--- config.mk ---
export PLATFORM = sky130hd
export DESIGN_NAME = aux_pwm_frequency_select
export DESIGN_NICKNAME = d
export VERILOG_FILES = /design/src/aux_period_lookup.v /design/src/aux_pwm_frequency_select.v
export VERILOG_INCLUDE_DIRS = /design/src
export SDC_FILE = /design/constraint.sdc
export NUM_CORES = 1
export LEC_CHECK = 0
export BUFFER_PORTS_ARGS = -buffer_cell sky130_fd_sc_hd__buf_2
export CORE_MARGIN = 2
export CORE_UTILIZATION = 62
export DETAILED_ROUTE_END_ITERATION = 12
export PLACE_DENSITY_LB_ADDON = 0.25
export SYNTH_ARGS = -nofsm -noshare
export SYNTH_HDL_FRONTEND = slang
export SYNTH_SLANG_ARGS = --single-unit
--- constraint.sdc ---
create_clock -name ref_clk -period 8.1 [get_ports ref_clk]
set_input_delay 0.405 -clock ref_clk [delete_from_list [all_inputs] [get_ports ref_clk]]
set_output_delay 0.405 -clock ref_clk [all_outputs]
set_load 0.005 [all_outputs]
--- src/aux_pwm_regs.vh ---
// Register offsets, field layout, reset values and timing constants.
`ifndef AUX_PWM_REGS_VH
`define AUX_PWM_REGS_VH

// Register offsets on the management register port.
`define REG_PART_IDENTITY        8'h3E
`define REG_AUX_SWITCHING_FREQ   8'h3F

// Frequency register fields.
`define AUX_FREQ_SEL_MSB         5
`define AUX_FREQ_SEL_LSB         0
`define AUX_FREQ_RSVD_MSB        7
`define AUX_FREQ_RSVD_LSB        6

// Reset value of the frequency register (lowest frequency).
`define AUX_FREQ_RESET           8'h00

// Reset value of the period in force; it matches selector code zero.
`define AUX_PERIOD_RESET         12'h801

// Identity byte; the value is arbitrary and only names this block.
`define PART_IDENTITY_DEFAULT    8'h5A

// Highest listed selector code; codes above it reuse its period.
`define AUX_FREQ_LAST_CODE       6'h36

// Reference clock rate in kHz and period counter width.
`define REF_CLK_KHZ              100000
`define AUX_PERIOD_WIDTH         12

// Value read back from an unmapped offset.
`define REG_UNMAPPED_VALUE       8'h00

`endif

--- src/aux_period_lookup.v ---
// Selector code to auxiliary PWM period length lookup.
`timescale 1ns/1ps
`include "aux_pwm_regs.vh"

module aux_period_lookup (
  input  wire [5:0]                     freqCode,     // Six-bit frequency selector.
  output wire [`AUX_PERIOD_WIDTH-1:0]   periodCycles  // Period length in ref_clk cycles.
);

  // Each entry is REF_CLK_KHZ divided by the listed frequency, rounded to
  // the nearest whole cycle, so the longest period belongs to code zero
  // and the table falls strictly as the code rises to 6'h36.
  function [`AUX_PERIOD_WIDTH-1:0] periodOf;
    input [5:0] code;
    begin
      case (code)
        6'h00: periodOf = 12'h0801;
        6'h01: periodOf = 12'h07C0;
        6'h02: periodOf = 12'h0783;
        6'h03: periodOf = 12'h0743;
        6'h04: periodOf = 12'h0700;
        6'h05: periodOf = 12'h06BF;
        6'h06: periodOf = 12'h0680;
        6'h07: periodOf = 12'h0640;
        6'h08: periodOf = 12'h0600;
        6'h09: periodOf = 12'h05C1;
        6'h0A: periodOf = 12'h0580;
        6'h0B: periodOf = 12'h0540;
        6'h0C: periodOf = 12'h0500;
        6'h0D: periodOf = 12'h04C1;
        6'h0E: periodOf = 12'h0480;
        6'h0F: periodOf = 12'h0440;
        6'h10: periodOf = 12'h0401;
        6'h11: periodOf = 12'h03E0;
        6'h12: periodOf = 12'h03C1;
        6'h13: periodOf = 12'h03A1;
        6'h14: periodOf = 12'h0380;
        6'h15: periodOf = 12'h0360;
        6'h16: periodOf = 12'h0340;
        6'h17: periodOf = 12'h0320;
        6'h18: periodOf = 12'h0300;
        6'h19: periodOf = 12'h02E0;
        6'h1A: periodOf = 12'h02C0;
        6'h1B: periodOf = 12'h02A0;
        6'h1C: periodOf = 12'h0280;
        6'h1D: periodOf = 12'h0260;
        6'h1E: periodOf = 12'h0240;
        6'h1F: periodOf = 12'h0220;
        6'h20: periodOf = 12'h0200;
        6'h21: periodOf = 12'h01F0;
        6'h22: periodOf = 12'h01E0;
        6'h23: periodOf = 12'h01D0;
        6'h24: periodOf = 12'h01C0;
        6'h25: periodOf = 12'h01B0;
        6'h26: periodOf = 12'h01A0;
        6'h27: periodOf = 12'h0190;
        6'h28: periodOf = 12'h0181;
        6'h29: periodOf = 12'h0171;
        6'h2A: periodOf = 12'h0160;
        6'h2B: periodOf = 12'h0151;
        6'h2C: periodOf = 12'h0141;
        6'h2D: periodOf = 12'h0131;
        6'h2E: periodOf = 12'h0120;
        6'h2F: periodOf = 12'h0110;
        6'h30: periodOf = 12'h0100;
        6'h31: periodOf = 12'h00F0;
        6'h32: periodOf = 12'h00E0;
        6'h33: periodOf = 12'h00D0;
        6'h34: periodOf = 12'h00C0;
        6'h35: periodOf = 12'h00B0;
        // Unlisted codes stay at the fastest listed frequency.
        default: periodOf = 12'h00A0;
      endcase
    end
  endfunction

  // The lookup is pure decode; the caller registers the result.
  assign periodCycles = periodOf(freqCode);

endmodule

--- src/aux_pwm_frequency_select.v ---
// Identity register, auxiliary frequency register and auxiliary PWM generator.
//
// Notes on behaviour
// - Eight-bit read-only identity register for software.
// - Identity is a constant, unchanged by writes.
// - Six-bit field picks aux frequency from table.
// - Aux output runs its own period and edges.
`timescale 1ns/1ps
`include "aux_pwm_regs.vh"

module aux_pwm_frequency_select #(
  // Identity byte; the default is arbitrary.
  parameter [7:0] PART_IDENTITY = `PART_IDENTITY_DEFAULT
) (
  input  wire                           ref_clk,            // 100 MHz clock.
  input  wire                           rst_n,              // Asynchronous reset.
  input  wire                           clkEn,              // Low freezes all state.
  input  wire [7:0]                     regAddr,            // Register offset.
  input  wire [7:0]                     regWrData,          // Write data byte.
  input  wire                           regWrEn,            // Write strobe.
  input  wire                           regRdEn,            // Read strobe.
  input  wire                           referenceEdge,      // Shared timing reference pulse.
  input  wire [`AUX_PERIOD_WIDTH-1:0]   auxRiseDelay,       // Aux rising edge, in cycles.
  input  wire [`AUX_PERIOD_WIDTH-1:0]   auxFallDelay,       // Aux falling edge, in cycles.
  output reg  [7:0]                     regRdData,          // Read data byte.
  output reg                            regRdValid,         // Read data valid pulse.
  output reg                            auxiliaryPwmOutput, // Gate drive for aux switch.
  output reg                            auxCycleStart       // Pulse at each aux period start.
);

  // Generator states, one-hot.
  localparam [1:0] ST_ALIGN = 2'b01;  // Waiting for the reference edge.
  localparam [1:0] ST_RUN   = 2'b10;  // Counting periods freely.

  // Software-visible frequency register, reserved bits included.
  reg  [7:0]                   freqReg_q;
  reg  [7:0]                   freqReg_d;
  // Generator state and its next value.
  reg  [1:0]                   state_q;
  reg  [1:0]                   state_d;
  // Position inside the current aux period.
  reg  [`AUX_PERIOD_WIDTH-1:0] periodCnt_q;
  reg  [`AUX_PERIOD_WIDTH-1:0] periodCnt_d;
  // Period length in force for the current period.
  reg  [`AUX_PERIOD_WIDTH-1:0] activePeriod_q;
  reg  [`AUX_PERIOD_WIDTH-1:0] activePeriod_d;
  // Next values of the registered outputs.
  reg  [7:0]                   regRdData_d;
  reg                          pwmOut_d;
  reg                          cycleStart_d;
  // Period length that the current selector code asks for.
  wire [`AUX_PERIOD_WIDTH-1:0] selectedPeriod;
  // Decoded register hits.
  wire                         hitIdentity;
  wire                         hitFreq;
  // Last count of the active period.
  wire                         periodEnd;

  // Only the six selector bits reach the table, so the reserved bits
  // can hold any value without moving the output frequency.
  aux_period_lookup periodTable (
    .freqCode     (freqReg_q[`AUX_FREQ_SEL_MSB:`AUX_FREQ_SEL_LSB]),
    .periodCycles (selectedPeriod)
  );

  // Register decode against the documented offsets.
  assign hitIdentity = (regAddr == `REG_PART_IDENTITY);
  assign hitFreq     = (regAddr == `REG_AUX_SWITCHING_FREQ);

  // The counter runs from zero to one below the period length.
  assign periodEnd = (periodCnt_q == (activePeriod_q - 12'h001));

  // Register writes. The identity offset has no storage behind it,
  // so a write there is dropped and the identity cannot change.
  always @*
  begin
    freqReg_d = freqReg_q;
    if (regWrEn && hitFreq)
    begin
      // All eight bits are stored; the upper two are reserved.
      freqReg_d = regWrData;
    end
  end

  // Read data mux. Unmapped offsets return a fixed value.
  always @*
  begin
    regRdData_d = regRdData;
    if (regRdEn)
    begin
      if (hitIdentity)
      begin
        // Hard-wired constant, never from a flip-flop that can be written.
        regRdData_d = PART_IDENTITY;
      end
      else if (hitFreq)
      begin
        regRdData_d = freqReg_q;
      end
      else
      begin
        regRdData_d = `REG_UNMAPPED_VALUE;
      end
    end
  end

  // Generator sequencing. After reset, and after every change of the
  // selector, the aux counter waits for the shared reference edge so
  // that its period starts in a known place against the other outputs.
  // A frequency change ends the current period at once, even mid-pulse;
  // the drive is forced low until the reference edge starts the new
  // period, so a pulse in progress can be cut into a runt at the gate driver.
  always @*
  begin
    state_d        = state_q;
    periodCnt_d    = periodCnt_q;
    activePeriod_d = activePeriod_q;
    case (state_q)
      ST_ALIGN:
      begin
        // Hold the counter at zero until the reference pulse arrives.
        periodCnt_d = {`AUX_PERIOD_WIDTH{1'b0}};
        if (referenceEdge)
        begin
          activePeriod_d = selectedPeriod;
          state_d        = ST_RUN;
        end
      end
      ST_RUN:
      begin
        if (regWrEn && hitFreq &&
            (regWrData[`AUX_FREQ_SEL_MSB:`AUX_FREQ_SEL_LSB] !=
             freqReg_q[`AUX_FREQ_SEL_MSB:`AUX_FREQ_SEL_LSB]))
        begin
          // New selector code: realign before running again.
          state_d     = ST_ALIGN;
          periodCnt_d = {`AUX_PERIOD_WIDTH{1'b0}};
        end
        else if (periodEnd)
        begin
          // Wrap and pick up the period for the next cycle.
          periodCnt_d    = {`AUX_PERIOD_WIDTH{1'b0}};
          activePeriod_d = selectedPeriod;
        end
        else
        begin
          periodCnt_d = periodCnt_q + 12'h001;
        end
      end
      default:
      begin
        // Illegal code: recover through alignment.
        state_d     = ST_ALIGN;
        periodCnt_d = {`AUX_PERIOD_WIDTH{1'b0}};
      end
    endcase
  end

  // Output decode from the next count, so the registered drive lines
  // up with the count it belongs to. The aux edges are compared with
  // the aux counter only, independent of the main PWM period.
  always @*
  begin
    pwmOut_d     = 1'b0;
    cycleStart_d = 1'b0;
    if (state_d == ST_RUN)
    begin
      pwmOut_d = (periodCnt_d >= auxRiseDelay) && (periodCnt_d < auxFallDelay);
      cycleStart_d = (periodCnt_d == {`AUX_PERIOD_WIDTH{1'b0}});
    end
  end

  // Register file and read port flip-flops.
  always @(posedge ref_clk or negedge rst_n)
  begin
    if (!rst_n)
    begin
      freqReg_q  <= `AUX_FREQ_RESET;
      regRdData  <= 8'h00;
      regRdValid <= 1'b0;
    end
    else if (clkEn)
    begin
      freqReg_q  <= freqReg_d;
      regRdData  <= regRdData_d;
      // Read answers exactly one cycle after the strobe.
      regRdValid <= regRdEn;
    end
  end

  // Generator flip-flops. The drive output resets low so the switch
  // stays off until the first aligned period.
  always @(posedge ref_clk or negedge rst_n)
  begin
    if (!rst_n)
    begin
      state_q            <= ST_ALIGN;
      periodCnt_q        <= {`AUX_PERIOD_WIDTH{1'b0}};
      activePeriod_q     <= `AUX_PERIOD_RESET;
      auxiliaryPwmOutput <= 1'b0;
      auxCycleStart      <= 1'b0;
    end
    else if (clkEn)
    begin
      state_q            <= state_d;
      periodCnt_q        <= periodCnt_d;
      activePeriod_q     <= activePeriod_d;
      auxiliaryPwmOutput <= pwmOut_d;
      auxCycleStart      <= cycleStart_d;
    end
  end

endmodule

### After elaboration in Yosys (flattened, before gate mapping)

Memory sizes are Yosys's and may differ from the RTL's.
Cells that the tools add are included.

| storage, ports and cells | value |
|---|---|
| flip-flop bits (word level) | 45 |
| bits in read-only memories | 768 |
| bits of input ports | 46 |
| output and inout port bits | 11 |
| logic and storage cells | 45 |
| memories | 1 |

Memories:

| name | words | bits a word | rd ports | clocked after memory_dff | wr ports | RTL line | RTL |
|---|---|---|---|---|---|---|---|
| (name not given) | 64 | 12 | 1 | 0 | 0 | aux_period_lookup.v:16 | `case (code)` |

| cells by class | value |
|---|---|
| add/sub/neg operators | 2 |
| magnitude comparators | 2 |
| equality and inequality tests | 10 |
| multiplexer cells | 14 |
| reduce and logical (&&, ||, !) cells | 8 |

Operator list:

| kind | number |
|---|---|
| 12-bit two-way mux | 6 |
| 12-bit case mux with 2 select lines | 1 |
| 8-bit by 6-bit == test with 1-bit output (second input constant) | 2 |
| 8-bit two-way mux | 2 |
| 12-bit by 1-bit adder with 12-bit output (second input constant) | 1 |
| 12-bit == test | 1 |
| 12-bit greater-or-equal comparator | 1 |
| 12-bit logical NOT | 1 |
| 12-bit < comparator | 1 |
| 12-bit by 1-bit subtractor with 12-bit output (second input constant) | 1 |
| 2-bit inequality test (second input constant) | 3 |
| 6-bit inequality test | 1 |
| 5-bit AND reduction | 1 |
| 2-bit == test (second input constant) | 2 |
| 2-bit two-way mux | 2 |
| 2-bit case mux with 2 select lines | 1 |
| 2-bit AND reduction | 2 |
| 1-bit logical AND | 3 |
| 2-bit by 1-bit == test with 1-bit output (second input constant) | 1 |
| 1-bit two-way mux | 2 |
| 2-bit nonzero test | 1 |

### Depth between registers and ports, before layout

Gate-level depths: netlist of run 1.

| depth | value |
|---|---|
| depth in word-level cells | 8 |
| mapped depth | 19 |
| gate-level depth less buffers | 17 |

### By module

From an unflattened synthesis of run 1, not the netlist that was laid out.

| unflattened totals | value |
|---|---|
| cells, all modules | 453 |
| area total of the unflattened synthesis | 3965.1 µm² |

By module, submodules not included:

| module | instances | cells an instance | area each (µm²) | seq. area each (µm²) |
|---|---|---|---|---|
| aux_pwm_frequency_select | 1 | 383 | 3467.1 | 1129.8 |
| aux_period_lookup | 1 | 70 | 498.0 | 0.0 |

### Worst setup path after synthesis of run 1

OpenSTA, ideal clock, no wires.

| path | value |
|---|---|
| kind | reg-to-reg |
| start | register activePeriod_q[1] |
| end | register auxiliaryPwmOutput |
| setup time | 0.122 ns |
| arrival time | 3.911 ns |
| required time | 7.978 ns |
| slack | 4.068 ns |
| stages on the path, launching flop included | 19 |
| path buffers | 2 |
| period minus slack after synthesis | 4.032 ns |
| cells stage by stage | dfrtp_1 inv_1 ha_1 or4b_4 or4b_1 a211oi_1 nand4_1 o21ai_2 buf_2 buf_4 nor2_1 ha_1 a21o_1 a2111oi_0 nor2_1 a211oi_1 o31ai_1 nand4_1 o2bb2ai_1 |

| on the way | value |
|---|---|
| cells in the longest elaborated chain, start to end | 8 |
| elaborated cells between the ends (all ways) | 9 |
| those cells by class | add/sub (1); order compare (2); eq/ne (1); mux (4); reduce/logical (1) |

RTL lines:

| what | RTL line | RTL |
|---|---|---|
| from (decl) | aux_pwm_frequency_select.v:45 | `` reg [`AUX_PERIOD_WIDTH-1:0] activePeriod_q; `` |
| from (signal assigned) | aux_pwm_frequency_select.v:199 | `` activePeriod_q <= `AUX_PERIOD_RESET; `` |
| from (signal assigned) | aux_pwm_frequency_select.v:207 | `activePeriod_q <= activePeriod_d;` |
| 12-bit by 1-bit subtractor with 12-bit output (*) | aux_pwm_frequency_select.v:71 | `assign periodEnd = (periodCnt_q == (activePeriod_q - 12'h001));` |
| 12-bit == test (*) | aux_pwm_frequency_select.v:71 |  |
| 12-bit two-way mux (*) | aux_pwm_frequency_select.v:139 | `else if (periodEnd)` |
| 12-bit two-way mux (*) | aux_pwm_frequency_select.v:131 | `if (regWrEn && hitFreq &&` |
| 12-bit two-way mux (*) | aux_pwm_frequency_select.v:118 | `case (state_q)` |
| named net periodCnt_d[5] | aux_pwm_frequency_select.v:43 | `` reg [`AUX_PERIOD_WIDTH-1:0] periodCnt_d; `` |
| 12-bit greater-or-equal comparator or 12-bit < comparator (tied branches) | aux_pwm_frequency_select.v:168 | `pwmOut_d = (periodCnt_d >= auxRiseDelay) && (periodCnt_d < auxFallDelay);` |
| 1-bit logical AND (*) | aux_pwm_frequency_select.v:168 |  |
| 1-bit two-way mux (*) | aux_pwm_frequency_select.v:166 | `if (state_d == ST_RUN)` |
| to (signal assigned) | aux_pwm_frequency_select.v:208 | `auxiliaryPwmOutput <= pwmOut_d;` |
| to (decl) | aux_pwm_frequency_select.v:27 | `output reg auxiliaryPwmOutput,` |

The timed path passes the listed nets; every way through them passes the cells marked *.
A chain may end at the register's enable or synchronous reset.

### Worst setup path after layout of run 1

Same ends and word-level chain as after synthesis.

==> results.yml, run 1 <==
run:
  drv_cap: 0
yosys:
  async_flop_share: 1.00
  ys_ff_latch: 44
  synth_common_cells: "dfrtp_1, inv_1, ha_1"
  synth-main-ff-cell: "dfrtp_1"
  synth_edf_count: 0
  syn_area_per_cell_um2: 8.59
  synth_area_leaders: "dfrtp_1, ha_1, mux2_2"
  synth.distinct_cells: 57
  netlist_instances: 430
  ys.warnings.count: 0
  synth_area_mm2: 0.00369
  yosysTopAreaCellShare: 0.278
  synth_top_cell_by_area: "dfrtp_1"
  syn_nets: 512
  ys_seq_area_frac: 0.299
clock_network:
  cts-resized-gates: 0
  cts.sinks: 44
  clock_latency_ns: 0.31
  postCtsHoldBufs: 0
  path_clk_slew_ns: 0.09
  cts_setup_buffers: 0
  tritoncts: "built"
  clockRootBuffer: "clkbuf_8"
  cts_buffers: 5
  cts_max_level: 2
  cts_buffer_depth: 2
worst_hold_path:
  hold_class: "in -> async"
floorplanning:
  die_area_mm2: 0.00659
  core-area_mm2: 0.00585
  die_width_um: 81.2
  start_util: 0.632
  io_pins: 57
  die_h_um: 81.2
  fp-row-count: 28
grt:
  first_global_vias: 3158
  overflow: 0
  antenna_found_initial: 0
  grt_max_degree: 45
  grt_pass1_wl_um: 14100
  track_usage: 0.271
timing:
  relSlewSlack: 0.347
  hold_violations: 0
  fin_crit_sh: 0.586
  fmax_ghz: 0.211
  finalSetupViolCount: 0
  setup_tns_ns: 0
  tightest_slew_ns: 0.980
  drv_slew: 0
  fin_worst_skew_ns: 0.00984
  fin_crit_ns: 4.75
  rsz0062_at_grt: "no"
finish:
  layout.nets: 552
  stdcell_area_mm2: 0.00409
  drive_gt1_frac: 0.202
  syn_to_final_growth_pct: 10.7
  antenna_cells: 0
routing:
  drt-initial-drc-count: 172
  wl_per_cell_um: 15.3
  totalWireLength_um: 8380
  vias: 3231
  drt.antenna.violating_nets: 0
  first_pass_iters: 4
  post-route-drc-count: 0
  vias_per_cell: 5.92
run_status:
  status: "complete, no violations"
setup_path:
  end_kind: "flip-flop"
  path_max_fanout: 24
  cp_data_required_time_ns: 8.30
  rr_worst_depth: 16
  crit_type: "reg -> reg"
  arrival_ns: 4.95
  worstSetupStartpointType: "flip-flop"
place:
  dpl.hpwl_um: 6360
  place_area_mm2: 0.00397
  io_buffers: 56
  gp_congestion: 0.865
power_and_ir_drop:
  power.density_mw_per_mm2: 182
  leakage_nw: 1.99
  vdd_ir_drop_max_mv: 0.146
## path summary, 6_finish.rpt
path	end	slack, ns	startpoint
min in group ref_clk	freqReg_q[7]$_DFFE_PN0P_	0.33	regWrData[7]
max in group asynchronous	freqReg_q[4]$_DFFE_PN0P_	7.24	rst_n
worst min-delay path	auxiliaryPwmOutput$_DFFE_PN0P_	0.23	rst_n
worst min register to register	regRdData[2]$_DFFE_PN0P_	0.49	regRdData[2]$_DFFE_PN0P_
worst max register to register	auxiliaryPwmOutput$_DFFE_PN0P_	3.35	activePeriod_q[1]$_DFFE_PN0P_
worst max-delay path	auxiliaryPwmOutput$_DFFE_PN0P_	3.35	activePeriod_q[1]$_DFFE_PN0P_
## where the power goes
| part | switching (mW) | internal [mW] | total [mW] | leakage [nW] |
|---|---|---|---|---|
| sequential | 0.0325 | 0.251 | 0.283 | 0.591 |
| combinational | 0.150 | 0.135 | 0.285 | 1.35 |
| clock | 0.0835 | 0.0930 | 0.176 | 0.0548 |
| total | 0.266 | 0.479 | 0.745 | 1.99 |
## flip-flops by register name (all words and copies together) (netlist names)
signal              cells
activePeriod_q         11
auxCycleStart           1
auxiliaryPwmOutput      1
freqReg_q               8
periodCnt_q            12
regRdData               8
regRdValid              1
state_q                 2
## metrics by stage
| step | power, mW | worst slack [ns] | instances | utilization | hold WS, ns |
|---|---|---|---|---|---|
| CTS | 0.745 | 3.40 | 546 | 0.699 | 0.281 |
| detailed placement | 0.570 | 3.42 | 538 | 0.679 | 0.478 |
| floorplan | 0.502 | 4.07 | 430 | - | 0.109 |
| global route | 0.791 | 3.02 | 546 | 0.699 | 0.334 |
| finish | 0.745 | 3.35 | 546 | 0.699 | 0.231 |
| global placement | 0.560 | 3.69 | 538 | 0.679 | 0.459 |
## cell usage in the layout, fill, tap and decap left out, drive strengths merged, types with 2 or more instances in the layout
cell type	count
a2111oi	2
a211oi	3
a21o	5
a21oi	21
a221oi	2
a22o	6
a31oi	5
and3	2
buf	58
clkbuf	5
clkinv	2
dfrtp	41
dfstp	3
ha	36
inv	42
mux2	19
mux2i	6
nand2	27
nand2b	3
nand3	9
nand4	8
nor2	32
nor2b	7
nor3	17
nor4	6
o21a	3
o21ai	32
o22ai	3
o2bb2ai	4
o311a	2
o32ai	2
or2	3
or4	2
or4b	3
xnor2	17
xor2	17
## routing by layer
layer  share of wire  routed length (um)  GRT usage
met5               0                   0          0
met3           0.039                 329     0.0367
met1            0.45                3750      0.344
met2            0.50                4180      0.484
met4           0.014                 116     0.0695
## cell type report
cell class	count	area (um2)
well taps	75	93.8
repair buffers	58	295
inverters	43	161
flip-flops and latches	44	1100
clock buffers	5	68.8
multi-input cells	318	2320
clock inverters	3	46.3
fillers	453	1760
## cells by family after synthesis
logic type / share of synthesized area
flip-flops: 0.299
buffers and inverters: 0.0735
AND/OR/NAND/NOR: 0.168
XOR/XNOR: 0.0806
multiplexers: 0.0792
AO/OA/AOI/OAI: 0.178
adder cells (fa/ha/maj): 0.122
## worst max-delay path: stages (launching register included)
cell	delay (ns)
dfrtp_1	0.43
inv_1	0.09
ha_1	0.16
or4b_4	0.50
or4b_1	0.54
a211oi_1	0.26
nand4_1	0.20
o21ai_2	0.69
nor2_1	0.17
ha_1	0.34
a21o_1	0.16
a2111oi_0	0.49
nor2_1	0.07
a211oi_1	0.26
o31ai_1	0.11
nand4_1	0.11
o2bb2ai_1	0.08
No activity file was read; power rests on OpenSTA's default activity.
==> run 2: changes to the inputs <==
- CORE_UTILIZATION: 62 -> 52
- clock period: 8.1 -> 4.3 ns (I/O delays scaled with it)
==> results.yml, run 2 (synthesis gave the netlist of run 1 again) <==
timing:
  relSlewSlack: 0.333
  tightest_slew_ns: 1.00
  fin_worst_skew_ns: 0.00941
  fin_crit_sh: 0.933
  fmax_ghz: 0.249
  hold_violations: 0
  finalSetupViolCount: 0
  drv_slew: 0
  fin_ws_ns: 0.288
  fin_crit_ns: 4.01
  setup_tns_ns: 0
  hold_ws_ns: 0.0516
run_status:
  status: "complete, no violations"
finish:
  top_regs: "periodCnt_q (12), activePeriod_q (11)"
  layout.nets: 559
  largest_register: "periodCnt_q"
  antenna_cells: 0
  drive_gt1_frac: 0.215
  final_common_cell: "buf_2"
  final_cells: 574
  syn_to_final_growth_pct: 13.1
  layout_common_cells: "buf_2, inv_1, dfrtp_1"
  largest_reg_flops: 12
setup_path:
  cp_data_required_time_ns: 4.51
  crit_type: "reg -> reg"
  arrival_ns: 4.22
  critPathMaxStageDelay_ns: 0.54
  cp_cell_sequence: "inv_1 -> ha_1 -> or4b_4 -> or4b_1 -> a211oi_1 -> nand4_1 -> o21ai_2 -> nor2_1 -> ha_1 -> a21o_1 -> a2111oi_2 -> nor2_1 -> a211oi_1 -> o31ai_1 -> nand4_1 -> o2bb2ai_1"
  path_max_fanout: 5
  cp_top_family: "compound AO/OA/AOI/OAI gates"
  worst-path-buf-inv: 1
  end_kind: "flip-flop"
  critPathSlowestCell: "or4b_1"
  worstSetupStartpointType: "flip-flop"
floorplanning:
  fp-row-count: 30
  die_width_um: 88.3
  io_pins: 57
  core-area_mm2: 0.00683
  die_area_mm2: 0.00780
  start_util: 0.541
  die_h_um: 88.3
routing:
  first_pass_iters: 4
  totalWireLength_um: 8510
  vias: 3246
  drt.antenna.violating_nets: 0
  vias_per_cell: 5.66
  wl_per_cell_um: 14.8
  post-route-drc-count: 0
  drt-initial-drc-count: 181
grt:
  overflow: 0
  track_usage: 0.230
  grt_pass1_wl_um: 14300
  antenna_found_initial: 0
  first_global_vias: 3129
  grt_max_degree: 45
clock_network:
  clockRootBuffer: "clkbuf_8"
  cts.sinks: 44
  postCtsHoldBufs: 0
  cts_max_level: 2
  path_clk_slew_ns: 0.10
  tritoncts: "built"
  clock_latency_ns: 0.31
  cts_buffers: 5
  cts_buffer_depth: 2
place:
  dpl.hpwl_um: 6470
  gp_congestion: 0.833
  io_buffers: 56
  dp_cells: 562
  dp_slack_ns: 0.207
worst_hold_path:
  hold_class: "in -> async"
power_and_ir_drop:
  leakage_nw: 2.03
  vdd_ir_drop_max_mv: 0.252
  power.density_mw_per_mm2: 344
run:
  drv_cap: 0
## run 2: cell types whose count changed in the layout (fill, tap and decap cells not counted)
cell,previous run,this run
a2111oi_0,2,1
buf_6,0,1
a2111oi_2,0,1
buf_4,2,8
## run 2: cell type report
cell class / instances / area, um2
clock buffers: 5 / 68.8
multi-input cells: 318 / 2320
well taps: 96 / 120
inverters: 43 / 161
flip-flops and latches: 44 / 1100
repair buffers: 65 / 352
clock inverters: 3 / 46.3
fillers: 647 / 2650
## run 2: path summary, 6_finish.rpt
check                                               from                              to  slack [ns]  depth (start not counted)
setup reg to reg           activePeriod_q[1]$_DFFE_PN0P_  auxiliaryPwmOutput$_DFFE_PN0P_        0.29                         16
setup / recovery           activePeriod_q[1]$_DFFE_PN0P_  auxiliaryPwmOutput$_DFFE_PN0P_        0.29                         16
hold reg to reg                 regRdData[0]$_DFFE_PN0P_        regRdData[0]$_DFFE_PN0P_        0.50                          2
min in group ref_clk                        regWrData[6]        freqReg_q[6]$_DFFE_PN0P_        0.14                          2
hold / removal                                     rst_n      periodCnt_q[8]$_DFFE_PN0P_        0.05                          1
max in group asynchronous                          rst_n      periodCnt_q[1]$_DFFE_PN0P_        3.61                          1
## run 2: power breakdown
part / total, mW / internal [mW] / switching [mW]
logic: 0.569 / 0.278 / 0.291
clock network: 0.334 / 0.175 / 0.158
registers: 0.534 / 0.472 / 0.0620
## run 2: timing repair
item / CTS / global route
buffers inserted: 0 / 4
gates resized for setup: 0 / 3
setup endpoints to repair: 0 / 1
endpoints found under the hold margin: 0 / 0
## run 2: routing by layer
metal / share of wire / global-route usage / wire length, um
met1: 0.47 / 0.316 / 3960
met2: 0.47 / 0.380 / 4010
met3: 0.049 / 0.0410 / 417
met4: 0.013 / 0.0579 / 111
met5: 0 / 0 / 0
## run 2: stage by stage
step	utilization	cell area [um2]	power, mW
floorplan	-	3690	0.946
global placement	0.589	4020	1.07
detailed placement	0.589	4020	1.08
CTS	0.606	4140	1.42
global route	0.612	4180	1.54
finish	0.612	4180	1.44
==> run 3: changes to the inputs <==
- CORE_UTILIZATION: 52 -> 53
- SYNTH_HIERARCHICAL: unset -> 1
==> results.yml, run 3 <==
worst_hold_path:
  hold_class: "in -> async"
yosys:
  synth_area_mm2: 0.00397
  ys_seq_area_frac: 0.285
  synth_area_leaders: "dfrtp_1, ha_1, mux2_2"
  synth_common_cells: "dfrtp_1, inv_1, ha_1"
  synth.distinct_cells: 66
  synth-main-ff-cell: "dfrtp_1"
  synth-adder-area-share: 0.110
  synth_compound_area_frac: 0.191
  synth_top_cell_by_area: "dfrtp_1"
  syn_nets: 534
  synth_edf_count: 0
  ys.warnings.count: 6
  yosysTopAreaCellShare: 0.265
  yosysMostFrequentCell: "dfrtp_1"
  async_flop_share: 1.00
  ys_ff_latch: 45
  synth_xor_area_frac: 0.0663
  netlist_instances: 453
  synth-simple-area-share: 0.202
  syn_area_per_cell_um2: 8.75
  yosys-mux-area-fraction: 0.0757
  synth_top_family_by_area: "simple AND/OR/NAND/NOR gates"
timing:
  hold_violations: 0
  fmax_ghz: 0.256
  fin_crit_sh: 0.907
  hold_ws_ns: 0.0754
  rsz0062_at_grt: "no"
  setup_tns_ns: 0
  drv_slew: 0
  relSlewSlack: 0.240
  fin_crit_ns: 3.90
  finalSetupViolCount: 0
  fin_worst_skew_ns: 0.00887
  fin_ws_ns: 0.399
  tightest_slew_ns: 1.14
grt:
  overflow: 0
  track_usage: 0.224
  grt_max_degree: 46
  grt_pass1_wl_um: 15400
  antenna_found_initial: 0
  first_global_vias: 3354
floorplanning:
  io_pins: 57
  die_width_um: 90.5
  die_area_mm2: 0.00819
  fp-row-count: 31
  core-area_mm2: 0.00725
  die_h_um: 90.5
  start_util: 0.547
finish:
  layout_common_cells: "buf_2, dfrtp_1, inv_1"
  final_common_cell: "buf_2"
  seqCellArea_mm2: 0.00113
  layout.nets: 578
  fin_util: 0.608
  stdcell_area_mm2: 0.00441
  syn_to_final_growth_pct: 11.3
  top_regs: "activePeriod_q (12), periodCnt_q (12)"
  nFillCells: 664
  antenna_cells: 0
  drive_gt1_frac: 0.223
  multi_input_area_mm2: 0.00256
routing:
  wl_per_cell_um: 15.0
  first_pass_iters: 4
  post-route-drc-count: 0
  totalWireLength_um: 8950
  drt-initial-drc-count: 200
  vias_per_cell: 5.79
  drt.antenna.violating_nets: 0
  vias: 3458
setup_path:
  worst_path_most_repeated_cell: "a21oi_1"
  cp_cell_sequence: "or3_4 -> o2111ai_1 -> nand4_1 -> or4_1 -> and3_1 -> a21oi_1 -> ha_1 -> o21a_1 -> o21ai_0 -> a21oi_1 -> a211oi_1 -> a2111oi_0 -> a31oi_1 -> a21oi_1"
  arrival_ns: 4.09
  cp_data_required_time_ns: 4.49
  critPathSlowestCell: "or4_1"
  crit_type: "reg -> reg"
  path_max_fanout: 15
  end_kind: "flip-flop"
  critPathMaxStageDelay_ns: 0.49
  worstSetupStartpointType: "flip-flop"
clock_network:
  cts-resized-gates: 0
  path_clk_slew_ns: 0.10
  postCtsHoldBufs: 0
  cts_buffer_depth: 2
  clockRootBuffer: "clkbuf_8"
  cts_setup_buffers: 0
  cts_buffers: 5
  cts_max_level: 2
  clock_latency_ns: 0.31
  cts.sinks: 45
  tritoncts: "built"
place:
  place_area_mm2: 0.00429
  dpl.hpwl_um: 6800
  dp_slack_ns: 0.469
  io_buffers: 56
  gp_congestion: 0.843
power_and_ir_drop:
  vdd_ir_drop_max_mv: 0.191
  power.density_mw_per_mm2: 322
  leakage_nw: 2.07
run_status:
  status: "complete, no violations"
run:
  drv_cap: 0
## run 3: cell types whose count changed after synthesis, moves of 7 or more
cell	previous run	this run
mux2_2	14	21
xnor2_1	17	24
nand3_1	9	16
nand2b_1	3	10
xor2_1	17	6
nor2_1	32	21
## run 3: final timing paths
check                                                    from                              to  slack, ns  cells after the start
max in group asynchronous                               rst_n      periodCnt_q[6]$_DFFE_PN0P_       3.57                      1
min in group ref_clk                             regWrData[7]        freqReg_q[7]$_DFFE_PN0P_       0.13                      2
worst min-delay path                                    rst_n        regRdData[6]$_DFFE_PN0P_       0.08                      1
worst max register to register  activePeriod_q[3]$_DFFE_PN0P_  auxiliaryPwmOutput$_DFFE_PN0P_       0.40                     14
worst min register to register       regRdData[7]$_DFFE_PN0P_        regRdData[7]$_DFFE_PN0P_       0.49                      2
worst max-delay path            activePeriod_q[3]$_DFFE_PN0P_  auxiliaryPwmOutput$_DFFE_PN0P_       0.40                     14
## run 3: through the flow
stage                     instances  total power, mW
after floorplan                 453            0.961
after global placement          589             1.06
after detailed placement        589             1.08
after CTS                       597             1.42
after global routing            597             1.51
final                           597             1.42
## run 3: final cells by class
class / count / share of cell area
multi-input cells: 343 / 0.579
clock buffers: 5 / 0.0156
inverters: 38 / 0.0323
well taps: 99 / 0.0281
repair buffers: 64 / 0.0771
flip-flops and latches: 45 / 0.256
clock inverters: 3 / 0.0113
## run 3: kinds of logic (layout without fill, tap and decap cells)
family                   after synthesis  in the layout
flip-flops                            45             45
AND/OR/NAND/NOR                      146            146
multiplexers                          26             26
adder cells (fa/ha/maj)               35             35
AO/OA/AOI/OAI                        106            106
XOR/XNOR                              30             30
buffers and inverters                 65            110
## run 3: report_power, final
group | leakage [nW] | internal, mW | total [mW] | switching [mW]
combinational | 1.40 | 0.245 | 0.537 | 0.292
clock | 0.0603 | 0.178 | 0.345 | 0.166
sequential | 0.612 | 0.476 | 0.538 | 0.0621
total | 2.07 | 0.899 | 1.42 | 0.521
## run 3: metal layers
metal / GRT usage / up-vias / part of all wire
li1: - / 1713 / -
met1: 0.302 / 1643 / 0.47
met2: 0.371 / 92 / 0.47
met3: 0.0292 / 10 / 0.043
met4: 0.0756 / 0 / 0.017
met5: 0 / - / 0
## run 3: worst max-delay path, delay by kind of cell, from the launching register on
family / cells / cell delay [ns]
flip-flops: 1 / 0.47
adder cells (fa/ha/maj): 1 / 0.31
AND/OR/NAND/NOR: 4 / 1.45
AO/OA/AOI/OAI: 9 / 1.56
